$ cat src/pkg/eolpr_regs.svh
// timing counts and field constants for the post-relax evaluator
// assumes a 250 MHz system clock
`ifndef EOLPR_REGS_SVH
`define EOLPR_REGS_SVH
`define EOLPR_CLK_HZ 250000000
`define EOLPR_TICK_S 1
`define EOLPR_CYC_PER_TICK (`EOLPR_CLK_HZ * `EOLPR_TICK_S)
`define EOLPR_WINDOW_S 100
`define EOLPR_RELAX_UV 4
`define EOLPR_TEMP_SPAN_DC 100
`define EOLPR_DROP_PCT 2
`define EOLPR_PCT_BASE 100
`endif

$ cat src/pkg/eolpr_pkg.sv
// types for the post-relax evaluator
// assumes eolpr_regs.svh is available on the include path
package eolpr_pkg;
	typedef enum logic [2:0] {
		EOLPR_IDLE,
		EOLPR_RELAX,
		EOLPR_RESTORE_DSG,
		EOLPR_RESTORE_CHG,
		EOLPR_RETRY,
		EOLPR_DONE
	} eolpr_phase_t;

	typedef struct packed {
		logic relax_phase_flag;
		logic cell_rested_bit;
		logic unexpected_current_flag;
		logic learn_discharge_flag;
		logic restore_active_flag;
		logic learn_complete_flag;
		logic learn_charge_flag;
		logic charge_timeout_flag;
		logic learn_fault_flag;
		logic new_resistance_flag;
		logic temperature_abort_flag;
		logic resistance_drop_flag;
	} eolpr_flags_t;

	typedef struct packed {
		logic direct_resistance_alert;
		logic direct_resistance_warning;
	} eolpr_eos_t;
endpackage : eolpr_pkg

$ cat src/verilog/eolpr_evaluator.sv
// post-relax sequencer, restore phases and direct-resistance decision
// assumes all inputs are synchronous to clk and resistance arrives raw, normalised here to the target temperature
`timescale 1ns/1ns
`include "eolpr_regs.svh"

// Overview of operation
// [RL1] - end of learn discharge drops load, enters post-relax, sets relax flag, 100 s windows
// [RL2] - relaxed when two consecutive window averages differ under 4 uV
// [RL3] - relax flag stays set when a fault ends post-relax
// [RL4] - unexpected current in post-relax sets its flag and aborts learning
// [RL5] - unexpected current flag clears on charge termination or status read
// [RL6] - charge-first restore discharges with load until voltage at or below charging voltage
// [RL7] - discharge-first without restore completes learning after post-relax
// [RL8] - discharge-first with restore requests host charge with charge and restore flags
// [RL9] - restore charge over time limit sets timeout and fault, charge flag kept
// [RL10] - restore fault sets fault flag, new learn starts after retry delay
// [RL11] - new resistance flag set when an estimate is stored
// [RL12] - estimate normalised to target temperature by coefficients, zero means none
// [RL13] - temperature swing over 10 C stops phase with abort and fault flags
// [RL14] - alert and warning conditions compare ratio against one plus level over 100
// [RL15] - status read clears alert bits, peek returns them unchanged
// [RL16] - drop flag set when estimate falls over 2 percent below previous
// [RL17] - alert set after alert count consecutive positives, zero count disables
// [RL18] - warning set after warning count consecutive positives, zero count disables
// [RL19] - after first condition use alert-warn interval unless it is zero
// [RL20] - after alert fires revert to normal learn interval
// [RL21] - alert clears on read, warning only on warning clear command
// [RL22] - fault flag clears when a new learning process starts
// [RL23] - one second ticks come from a prescaler on the system clock
module eolpr_evaluator
	import eolpr_pkg::*;
#(
	parameter int unsigned CYC_PER_TICK = `EOLPR_CYC_PER_TICK,
	parameter int unsigned VW = 24,
	parameter int unsigned RW = 16,
	parameter int unsigned TW = 12,
	parameter int unsigned CW = 8
)(
	// clock and reset
	input wire logic clk,
	input wire logic rst,
	// learn sequence control
	input wire logic learn_discharge_done,
	input wire logic learn_start,
	input wire logic charge_first_mode,
	input wire logic voltage_restore_enable,
	input wire logic charge_terminated,
	input wire logic [15:0] learn_charge_time_limit_s,
	input wire logic [15:0] auto_learn_retry_s,
	// measurements, voltage in uV, temperature in 0.1 C
	input wire logic [VW-1:0] cell_voltage_uv,
	input wire logic [VW-1:0] charging_voltage_uv,
	input wire logic signed [TW-1:0] temperature_dc,
	input wire logic signed [TW-1:0] learn_target_temp_dc,
	input wire logic discharge_over_threshold,
	input wire logic charge_over_threshold,
	// resistance
	input wire logic resistance_valid,
	input wire logic [RW-1:0] raw_resistance,
	input wire logic signed [RW-1:0] temp_coeff_high,
	input wire logic signed [RW-1:0] temp_coeff_low,
	input wire logic [RW-1:0] initial_resistance,
	input wire logic [7:0] alert_level_pct,
	input wire logic [7:0] warning_level_pct,
	input wire logic [CW-1:0] alert_count_cfg,
	input wire logic [CW-1:0] warning_count_cfg,
	input wire logic [15:0] auto_learn_interval_s,
	input wire logic [15:0] alert_warn_interval_s,
	// host access
	input wire logic end_of_service_status_read,
	input wire logic end_of_service_status_peek,
	input wire logic warning_clear_command,
	// outputs
	output eolpr_flags_t flags,
	output eolpr_eos_t eos_status,
	output logic eos_status_valid,
	output logic learn_load_enable,
	output logic [RW-1:0] cell_resistance_estimate,
	output logic [15:0] learn_interval_s,
	output logic relearn_request
);
	localparam int unsigned DIVW = $clog2(CYC_PER_TICK + 1);

	typedef struct packed {
		eolpr_phase_t phase;
		eolpr_flags_t fl;
		eolpr_eos_t eos;
		logic eos_valid;
		logic load;
		logic [DIVW-1:0] div;
		logic [15:0] sec;
		logic [6:0] win;
		logic [VW+6:0] acc;
		logic [VW-1:0] prev_avg;
		logic have_prev;
		logic signed [TW-1:0] tmin;
		logic signed [TW-1:0] tmax;
		logic [RW-1:0] res;
		logic have_res;
		logic [CW-1:0] acnt;
		logic [CW-1:0] wcnt;
		logic seen_cond;
		logic [15:0] interval;
		logic relearn;
	} eolpr_state_t;

	eolpr_state_t s_q, s_d;
	// true when r exceeds initial * (1 + level/100)
	function automatic logic over_level(input logic [RW-1:0] r, input logic [RW-1:0] r0, input logic [7:0] lvl);
		logic [RW+7:0] lhs;
		logic [RW+8:0] rhs;
		lhs = (RW+8)'(r) * (RW+8)'(`EOLPR_PCT_BASE);
		rhs = (RW+9)'(r0) * (RW+9)'(`EOLPR_PCT_BASE + lvl);
		return (RW+9)'(lhs) > rhs;
	endfunction : over_level

	// temperature normalisation toward target, coefficient in 1/65536 per 0.1 C
	function automatic logic [RW-1:0] normalise(input logic [RW-1:0] r, input logic signed [TW-1:0] t,
		input logic signed [TW-1:0] tt, input logic signed [RW-1:0] kh, input logic signed [RW-1:0] kl);
		logic signed [TW:0] dt;
		logic signed [RW+TW+RW+2:0] corr;
		logic signed [RW+2:0] val;
		dt = (TW+1)'(t) - (TW+1)'(tt);
		corr = $signed({1'b0, r}) * $signed(dt >= 0 ? kh : kl) * dt;
		val = $signed({3'b000, r}) - (RW+3)'(corr >>> 16);
		if (val < 0)
			return '0;
		return val[RW-1:0];
	endfunction : normalise

	logic tick;
	logic [VW-1:0] avg_now;
	logic [VW-1:0] avg_diff;
	logic signed [TW:0] tspan;
	logic [RW-1:0] rnew;
	logic acond;
	logic wcond;
	logic fault_ev;

	always_comb
	begin
		s_d = s_q;
		tick = s_q.div == DIVW'(CYC_PER_TICK - 1);
		avg_now = VW'((s_q.acc + (VW+7)'(cell_voltage_uv)) / `EOLPR_WINDOW_S);
		avg_diff = avg_now > s_q.prev_avg ? avg_now - s_q.prev_avg : s_q.prev_avg - avg_now;
		tspan = (TW+1)'(s_q.tmax) - (TW+1)'(s_q.tmin);
		rnew = normalise(raw_resistance, temperature_dc, learn_target_temp_dc, temp_coeff_high, temp_coeff_low); // [RL12]
		acond = over_level(rnew, initial_resistance, alert_level_pct); // [RL14]
		wcond = over_level(rnew, initial_resistance, warning_level_pct); // [RL14]
		fault_ev = 1'b0;
		s_d.relearn = 1'b0;
		s_d.eos_valid = 1'b0;

		// ==================================================
		// second tick prescaler
		s_d.div = tick ? '0 : s_q.div + DIVW'(1); // [RL23]

		// ==================================================
		// sequencer
		if (s_q.phase != EOLPR_IDLE && s_q.phase != EOLPR_DONE && s_q.phase != EOLPR_RETRY)
		begin
			if (temperature_dc < s_q.tmin)
				s_d.tmin = temperature_dc;
			if (temperature_dc > s_q.tmax)
				s_d.tmax = temperature_dc;
			if (tspan > (TW+1)'(`EOLPR_TEMP_SPAN_DC))
			begin
				s_d.fl.temperature_abort_flag = 1'b1; // [RL13]
				fault_ev = 1'b1;
			end
		end
		unique case (s_q.phase)
			EOLPR_IDLE, EOLPR_DONE:
			begin
				if (learn_discharge_done)
				begin
					s_d.phase = EOLPR_RELAX; // [RL1]
					s_d.load = 1'b0; // [RL1]
					s_d.fl.relax_phase_flag = 1'b1; // [RL1]
					s_d.fl.learn_discharge_flag = 1'b0;
					s_d.fl.cell_rested_bit = 1'b0;
					s_d.win = '0;
					s_d.acc = '0;
					s_d.have_prev = 1'b0;
					s_d.tmin = temperature_dc;
					s_d.tmax = temperature_dc;
				end
			end
			EOLPR_RELAX:
			begin
				if (discharge_over_threshold || charge_over_threshold)
				begin
					s_d.fl.unexpected_current_flag = 1'b1; // [RL4]
					fault_ev = 1'b1; // [RL4]
				end
				else if (tick)
				begin
					s_d.acc = s_q.acc + (VW+7)'(cell_voltage_uv);
					s_d.win = s_q.win + 7'd1;
					if (s_q.win == 7'(`EOLPR_WINDOW_S - 1))
					begin
						s_d.win = '0;
						s_d.acc = '0;
						s_d.prev_avg = avg_now;
						s_d.have_prev = 1'b1;
						if (s_q.have_prev && avg_diff < VW'(`EOLPR_RELAX_UV)) // [RL2]
						begin
							s_d.fl.cell_rested_bit = 1'b1;
							s_d.fl.relax_phase_flag = 1'b0;
							s_d.sec = '0;
							if (charge_first_mode)
							begin
								if (voltage_restore_enable && cell_voltage_uv > charging_voltage_uv)
								begin
									s_d.phase = EOLPR_RESTORE_DSG; // [RL6]
									s_d.fl.learn_discharge_flag = 1'b1; // [RL6]
									s_d.fl.restore_active_flag = 1'b1; // [RL6]
									s_d.load = 1'b1; // [RL6]
								end
								else
								begin
									s_d.phase = EOLPR_DONE;
									s_d.fl.learn_complete_flag = 1'b1;
								end
							end
							else if (voltage_restore_enable)
							begin
								s_d.phase = EOLPR_RESTORE_CHG; // [RL8]
								s_d.fl.learn_charge_flag = 1'b1; // [RL8]
								s_d.fl.restore_active_flag = 1'b1; // [RL8]
							end
							else
							begin
								s_d.phase = EOLPR_DONE; // [RL7]
								s_d.fl.learn_complete_flag = 1'b1; // [RL7]
							end
						end
					end
				end
			end
			EOLPR_RESTORE_DSG:
			begin
				if (cell_voltage_uv <= charging_voltage_uv)
				begin
					s_d.load = 1'b0; // [RL6]
					s_d.fl.learn_discharge_flag = 1'b0; // [RL6]
					s_d.fl.restore_active_flag = 1'b0;
					s_d.fl.learn_complete_flag = 1'b1;
					s_d.phase = EOLPR_DONE;
				end
			end
			EOLPR_RESTORE_CHG:
			begin
				if (charge_terminated)
				begin
					s_d.fl.learn_charge_flag = 1'b0;
					s_d.fl.restore_active_flag = 1'b0;
					s_d.fl.learn_complete_flag = 1'b1;
					s_d.phase = EOLPR_DONE;
				end
				else if (tick)
				begin
					s_d.sec = s_q.sec + 16'd1;
					if (s_q.sec + 16'd1 >= learn_charge_time_limit_s)
					begin
						s_d.fl.charge_timeout_flag = 1'b1; // [RL9]
						fault_ev = 1'b1; // [RL9]
					end
				end
			end
			EOLPR_RETRY:
			begin
				if (tick)
				begin
					s_d.sec = s_q.sec + 16'd1;
					if (s_q.sec + 16'd1 >= auto_learn_retry_s)
					begin
						s_d.relearn = 1'b1; // [RL10]
						s_d.phase = EOLPR_IDLE;
					end
				end
			end
		endcase

		// fault leaves phase flags standing for the host
		if (fault_ev)
		begin
			s_d.fl.learn_fault_flag = 1'b1; // [RL3] [RL9] [RL10] [RL13]
			s_d.load = 1'b0;
			s_d.sec = '0;
			s_d.phase = EOLPR_RETRY; // [RL10]
		end

		if (learn_start && !fault_ev)
		begin
			s_d.fl.learn_fault_flag = 1'b0; // [RL22]
			s_d.fl.learn_complete_flag = 1'b0;
			s_d.fl.relax_phase_flag = 1'b0;
			s_d.fl.learn_charge_flag = 1'b0;
			s_d.fl.charge_timeout_flag = 1'b0;
			s_d.fl.temperature_abort_flag = 1'b0;
			s_d.fl.restore_active_flag = 1'b0;
			s_d.fl.new_resistance_flag = 1'b0;
			s_d.fl.resistance_drop_flag = 1'b0;
		end

		// set wins over clear for the unexpected current flag
		if ((charge_terminated || end_of_service_status_read) && !fault_ev)
			s_d.fl.unexpected_current_flag = 1'b0; // [RL5]

		// ==================================================
		// direct resistance decision
		if (end_of_service_status_read || end_of_service_status_peek)
		begin
			s_d.eos_valid = 1'b1; // [RL15]
			if (end_of_service_status_read)
				s_d.eos.direct_resistance_alert = 1'b0; // [RL15] [RL21]
		end
		if (warning_clear_command)
			s_d.eos.direct_resistance_warning = 1'b0; // [RL21]
		if (resistance_valid)
		begin
			s_d.res = rnew;
			s_d.have_res = 1'b1;
			s_d.fl.new_resistance_flag = 1'b1; // [RL11]
			if (s_q.have_res && (RW+7)'(rnew) * (RW+7)'(`EOLPR_PCT_BASE) <
				(RW+7)'(s_q.res) * (RW+7)'(`EOLPR_PCT_BASE - `EOLPR_DROP_PCT))
				s_d.fl.resistance_drop_flag = 1'b1; // [RL16]
			s_d.acnt = (acond && alert_count_cfg != '0) ? s_q.acnt + CW'(1) : '0;
			s_d.wcnt = (wcond && warning_count_cfg != '0) ? s_q.wcnt + CW'(1) : '0;
			if (acond || wcond)
				s_d.seen_cond = 1'b1;
			if ((acond || wcond) && alert_warn_interval_s != 16'h0000)
				s_d.interval = alert_warn_interval_s; // [RL19]
			else if (!s_q.seen_cond && !acond && !wcond)
				s_d.interval = auto_learn_interval_s;
			if (acond && alert_count_cfg != '0 && s_q.acnt + CW'(1) >= alert_count_cfg)
			begin
				s_d.eos.direct_resistance_alert = 1'b1; // [RL17]
				s_d.acnt = '0;
				s_d.interval = auto_learn_interval_s; // [RL20]
			end
			if (wcond && warning_count_cfg != '0 && s_q.wcnt + CW'(1) >= warning_count_cfg)
			begin
				s_d.eos.direct_resistance_warning = 1'b1; // [RL18]
				s_d.wcnt = warning_count_cfg;
			end
		end
		if (s_q.interval == 16'h0000)
			s_d.interval = auto_learn_interval_s; // [RL19]
	end

	always_ff @(posedge clk)
	begin
		if (rst)
			s_q <= '0;
		else
			s_q <= s_d;
	end
	// ==================================================
	// outputs
	assign flags = s_q.fl;
	assign eos_status = s_q.eos;
	assign eos_status_valid = s_q.eos_valid;
	assign learn_load_enable = s_q.load;
	assign cell_resistance_estimate = s_q.res;
	assign learn_interval_s = s_q.interval;
	assign relearn_request = s_q.relearn;
endmodule : eolpr_evaluator

$ cat config.mk
export PLATFORM = sky130hd
export DESIGN_NAME = eolpr_evaluator
export DESIGN_NICKNAME = d
export VERILOG_FILES = /design/src/pkg/eolpr_pkg.sv /design/src/verilog/eolpr_evaluator.sv
export VERILOG_INCLUDE_DIRS = /design/src /design/src/pkg
export SDC_FILE = /design/constraint.sdc
export NUM_CORES = 2
export LEC_CHECK = 0
export BUFFER_PORTS_ARGS = -buffer_cell sky130_fd_sc_hd__buf_2
export CORE_MARGIN = 2
export CORE_UTILIZATION = 59
export CTS_CLUSTER_SIZE = 20
export DETAILED_ROUTE_END_ITERATION = 8
export PLACE_DENSITY_LB_ADDON = 0.25
export SYNTH_ARGS = -nofsm -noshare
export SYNTH_HDL_FRONTEND = slang
export SYNTH_SLANG_ARGS = --single-unit
$ cat constraint.sdc
create_clock -name clk -period 29.2 [get_ports clk]
set_input_delay 5.84 -clock clk [delete_from_list [all_inputs] [get_ports clk]]
set_output_delay 5.84 -clock clk [all_outputs]
set_load 0.01 [all_outputs]
== Yosys cells after proc, flatten, opt, wreduce, memory -nomap -nowiden ==
Cells that the tools add are included.
Word-level totals
  output and inout port bits: 49
  flip-flop bits (word level): 201
Operators by class
  $mul: 7
  order comparisons: 16
  $add $sub $neg: 14
  div/mod/pow operators: 1
  bitwise operators: 4
  equality and inequality tests: 36
  reductions and logical operators: 58
  muxes and demuxes: 89
Operator list (number)
  $mux W79: 3
  $mux W16: 11
  $pmux W38 S2: 1
  $mux W24: 3
  $gt A23 B25 Y1: 2
  $mul A16 B9 Y25: 2
  $gt A24 B24 Y1: 2
  $pmux W16 S3: 1
  $sub A24 B24 Y24: 2
  $ne A3 B3 Y1 const B: 15
  $reduce_and A9 Y1: 5
  $mul A16 B5 Y21 const B: 2
  $mux W38: 1
  $mux W3: 12
  $mul A33 B13 Y35: 1
  $mul A17 B16 Y33: 1
  $add A31 B24 Y32: 1
  $div A32 B7 Y32 const B: 1
  $ge A16 B16 Y1: 2
  $mux W8: 4
  $add A31 B24 Y31: 1
  $mux W1: 31
  $add A28 B1 Y28 const B: 1
  $eq A28 B28 Y1 const B: 1
  other kinds (49): 119

== Longest topological paths before layout ==
  word-level depth: 19
  gate-level depth with buffers: 121

== Worst setup path after synthesis ==
Ideal clock, no wire load.
  path type: in2reg
  start: input port temperature_dc[0]
  end: register s_q, in the netlist learn_interval_s[10]
  stages: 119
  slack: 389 ps
  arrival: 28674 ps
  required time: 29062 ps
  cells stage by stage: inv_1 ha_1 fa_1 nor2b_1 o21ai_0 nand2b_1 a21o_1 a21o_1 a21o_1 a21o_1 a21o_1 a21o_1 a211oi_1 mux2_2 inv_2 buf_1 mux2i_1 clkbuf_1 [... 83 more ...] a21oi_1 nor2_1 o21ai_0 nand2b_1 a21oi_1 xnor2_1 ha_1 nand4_1 nor2_1 and4b_1 nor4_1 a21boi_0 nor2b_1 nand4b_1 clkbuf_1 clkbuf_1 mux2i_1 a211oi_1
Between the ends
  longest elaborated chain between the ends: 17
Ends and longest elaborated chain
  start, declared: line eolpr_evaluator.sv:53  | input wire logic signed [TW-1:0] temperature_dc,
  $sub A12 B12 Y13 (*): line eolpr_evaluator.sv:123  | dt = (TW+1)'(t) - (TW+1)'(tt);
  $ge A13 B1 Y1: line eolpr_evaluator.sv:124  | corr = $signed({1'b0, r}) * $signed(dt >= 0 ? kh : kl) * dt;
  $mux W16: line eolpr_evaluator.sv:124
  $mul A17 B16 Y33: line eolpr_evaluator.sv:124
  $mul A33 B13 Y35 (*): line eolpr_evaluator.sv:124
  $sub A17 B19 Y19 (*): line eolpr_evaluator.sv:125  | val = $signed({3'b000, r}) - (RW+3)'(corr >>> 16);
  $lt A19 B1 Y1: line eolpr_evaluator.sv:126  | if (val < 0)
  $mux W1: line eolpr_evaluator.sv:126
  [... 1 more ...]
  via rnew[2]: line eolpr_evaluator.sv:135  | logic [RW-1:0] rnew;
  $mul A16 B5 Y21 (*): line eolpr_evaluator.sv:112  | lhs = (RW+8)'(r) * (RW+8)'(`EOLPR_PCT_BASE);
  $gt A23 B25 Y1: line eolpr_evaluator.sv:114  | return (RW+9)'(lhs) > rhs;
  $logic_or A1 B1 Y1: line eolpr_evaluator.sv:333  | if ((acond || wcond) && alert_warn_interval_s != 16'h0000)
  $logic_and A1 B1 Y1: line eolpr_evaluator.sv:333
  $mux W16: line eolpr_evaluator.sv:333
  $mux W16: line eolpr_evaluator.sv:337  | if (acond && alert_count_cfg != '0 && s_q.acnt + CW'(1) >= alert_count_cfg)
  $mux W16: line eolpr_evaluator.sv:321  | if (resistance_valid)
  $mux W16: line eolpr_evaluator.sv:349  | if (s_q.interval == 16'h0000)
  end signal, assigned: line eolpr_evaluator.sv:356  | s_q <= '0;
  end signal, assigned: line eolpr_evaluator.sv:358  | s_q <= s_d;
  end, declared: line eolpr_evaluator.sv:107  | eolpr_state_t s_q, s_d;
The timed path passes the listed nets; every way through them passes the cells marked *. The select of a mux whose other input is x is not followed.
A chain may end at the register's enable or synchronous reset.

== Final worst setup path ==
  start: input port cell_voltage_uv[0]
  end: register s_q, in the netlist flags[8]
Between the ends
  longest elaborated chain between the ends: 8
Ends and longest elaborated chain
  start, declared: line eolpr_evaluator.sv:51  | input wire logic [VW-1:0] cell_voltage_uv,
  $add A31 B24 Y32 (*): line eolpr_evaluator.sv:144  | avg_now = VW'((s_q.acc + (VW+7)'(cell_voltage_uv)) / `EOLPR_WINDOW_S);
  $div A32 B7 Y32 (no line) (*)
  via avg_now[13]: line eolpr_evaluator.sv:132  | logic [VW-1:0] avg_now;
  $sub A24 B24 Y24 / $gt A24 B24 Y1 (equally long branches): line eolpr_evaluator.sv:145  | avg_diff = avg_now > s_q.prev_avg ? avg_now - s_q.prev_avg : s_q.prev_avg - avg_now;
  $mux W24 (*): line eolpr_evaluator.sv:145
  $lt A24 B3 Y1 (*): line eolpr_evaluator.sv:206  | if (s_q.have_prev && avg_diff < VW'(`EOLPR_RELAX_UV))
  $logic_and A1 B1 Y1 (*): line eolpr_evaluator.sv:206
  $ne A2 B2 Y1 (no line) (*)
  $reduce_and A9 Y1 (no line) (*)
The timed path passes the listed nets; every way through them passes the cells marked *.

==> results.cfg <==
[outcome]
status = complete, no violations

[placement]
dp_hpwl_um = 123000
preCtsSetupSlack_ps = -971
port-buffer-count = 293
gp_congestion = 0.938
dp.cells = 8409

[floorplanning]
core-area_sq_mm = 0.0946
start_util_pct = 59.2
die-area_sq_mm = 0.0975
num_rows = 113
die_width_um = 312
io_pins = 294
die-height_um = 312

[layout]
final_core_util_pct = 65.3
filler_cell_count = 8081
syn2layout_area_growth_pct = 10.3
fin_nets = 8841
layout_commonest_cell = inv_1
antenna_cells = 0
drive_gt1_share_pct = 12.4
layout_common_cells = 1076 x inv_1, 707 x fa_1, 668 x ha_1, 568 x nand2_1, 551 x nor2_1
instances_no_fill = 8503

[synthesis]
yosysWarnings = 0
synth.area.top_cells = fa_1 25%, ha_1 15%, inv_1 7.2%
synthFlopType = dfxtp_1
synth-seq-cells = 201
async_reset_ff_share_pct = 0
synth_nets = 8522
syn_area_sq_mm = 0.0560
synth_top_area_share_pct = 25.3
synth_edf_count = 0
synth_seq_area_share_pct = 7.18
synth.avg_cell_area_sq_um = 8.12
synthesis.instances = 6899
synth_cell_types = 127
synth_top_cell_by_area = fa_1

[worst_hold_path]
min_from = learn_load_enable
hold_class = reg -> reg

[critical_path]
setup.worst_path.start = cell_voltage_uv[0]
start_kind = input pin
crit_path_frequent_cell = buf_4
path_class = in -> reg
critPathSlowestCell = or4_4
worst_setup_path_end_kind = flip-flop
worstPathMaxFanout = 16
regToRegStartpoint = s_q[100]
arrival_ps = 28790
required_ps = 29680
max_stage_delay_ps = 590

[timing]
tightest_slew_ps = 1120
finalSetupTns_ps = 0
worst_slack_ps = 894
fin_crit_ps = 28310
setup_violations = 0
post-route-period-util_pct = 96.9
slew_violations = 0
fmax_mhz = 35.3
clock_skew_ps = 18.6
slew_headroom_pct = 24.6
hold_viol_final = 0

[clocking]
clk_pin_slew_worst_paths_ps = 60
clock_path_buffers = 3
clk_latency_ps = 580
h-tree-depth = 1
numCtsBuffers = 27
clock_sinks = 201
clockRootBuffer = clkbuf_16
cts_tree = built

[route]
routed_wl_um = 154000
drc = 0
num_vias = 49595
first_pass_iters = 6
drtIter0Drc = 3127
route.detailed.wl_per_inst_um = 18.1
viasPerCell = 5.83
postRouteAntennaNets = 0

[global_routing]
overflow = 0
grt_max_degree = 81
grt_pass1_vias = 50717
antenna_found_initial = 2
grt_first_pass_wirelength_um = 254000
grt_usage_pct = 31.4

[flow_run]
cap_violations = 0
==> layer usage <==
layer,vias to the layer above,track usage [%],share of wire [%]
li1,23403,-,-
met1,24274,40.5,42
met2,1624,55.6,50
met3,294,2.79,5.6
met4,0,9.81,3.3
met5,-,0,0
==> stage by stage <==
step | instance area, sq um | hold WS [ps]
after floorplan | 56000 | 426
after global placement | 59700 | 436
after detailed placement | 59700 | 444
after CTS | 60700 | 464
after global routing | 61800 | 480
final | 61800 | 463
==> repair_timing <==
action / in CTS / in global routing
buffers inserted: 3 / 40
resized for setup: 8 / 169
hold buffers: 0 / 0
endpoints found under the setup margin: 26 / 61
pin swaps: 2 / 42
cloned: 0 / 2
==> critical path, delay by kind of cell <==
kind            cells  cell delay (ps)
buf+inv            15             2130
fa+ha+maj           3              750
simple gates       30             6600
compound gates     56            12650
mux                 1              400
xor+xnor            3              380
==> flip-flops by register name, indices dropped and copies added, names as in the netlist <==
register                  count
relearn_request               1
flags                        12
eos_status_valid              1
s_q                         152
learn_load_enable             1
learn_interval_s             16
cell_resistance_estimate     16
eos_status                    2
==> cells in the mapped netlist (98+ instances only) <==
library cell,number
a21oi_1,344
mux2i_1,104
a21o_1,98
fa_1,708
nor2_1,555
nand2_1,569
xnor2_1,208
clkbuf_1,204
nor2b_1,267
nand2b_1,163
ha_1,670
xor2_1,116
o21ai_0,179
nand3_1,103
dfxtp_1,201
inv_1,1077
and2_1,171
==> logic make-up (layout without fill, tap and decap cells) <==
logic type               after synthesis  count (layout)  synth area share, %
XOR/XNOR                             327             327                 5.15
AND/OR/NAND/NOR                     2228            2228                 19.9
AO/OA/AOI/OAI                       1258            1260                 15.5
adder cells (fa/ha/maj)             1382            1382                 40.3
flip-flops                           201             201                 7.18
buffers and inverters               1381            1718                 9.72
multiplexers                         122             122                 2.24
==> area by class of cell <==
cell class / instances / area (sq um) / area share (%)
Clock inverter: 17 / 225 / 0.364
Timing Repair Buffer: 578 / 3670 / 5.94
Clock buffer: 32 / 724 / 1.17
Tap cell: 1265 / 1580 / 2.56
Sequential cell: 201 / 4020 / 6.51
Inverter: 1091 / 4110 / 6.64
Multi-Input combinational cell: 5319 / 47500 / 76.8
==> path summary, 6_finish.rpt <==
| kind | endpoint | slack (ps) | cells past startpoint |
|---|---|---|---|
| max reg2reg | flags[8] | 5930 | 107 |
| max | flags[8] | 890 | 108 |
| min reg2reg | learn_load_enable | 460 | 2 |
| min | learn_load_enable | 460 | 2 |
Power is left out: the tool's default activity adds up to more than one toggle a clock period on the data nets, which glitch-free logic cannot reach.
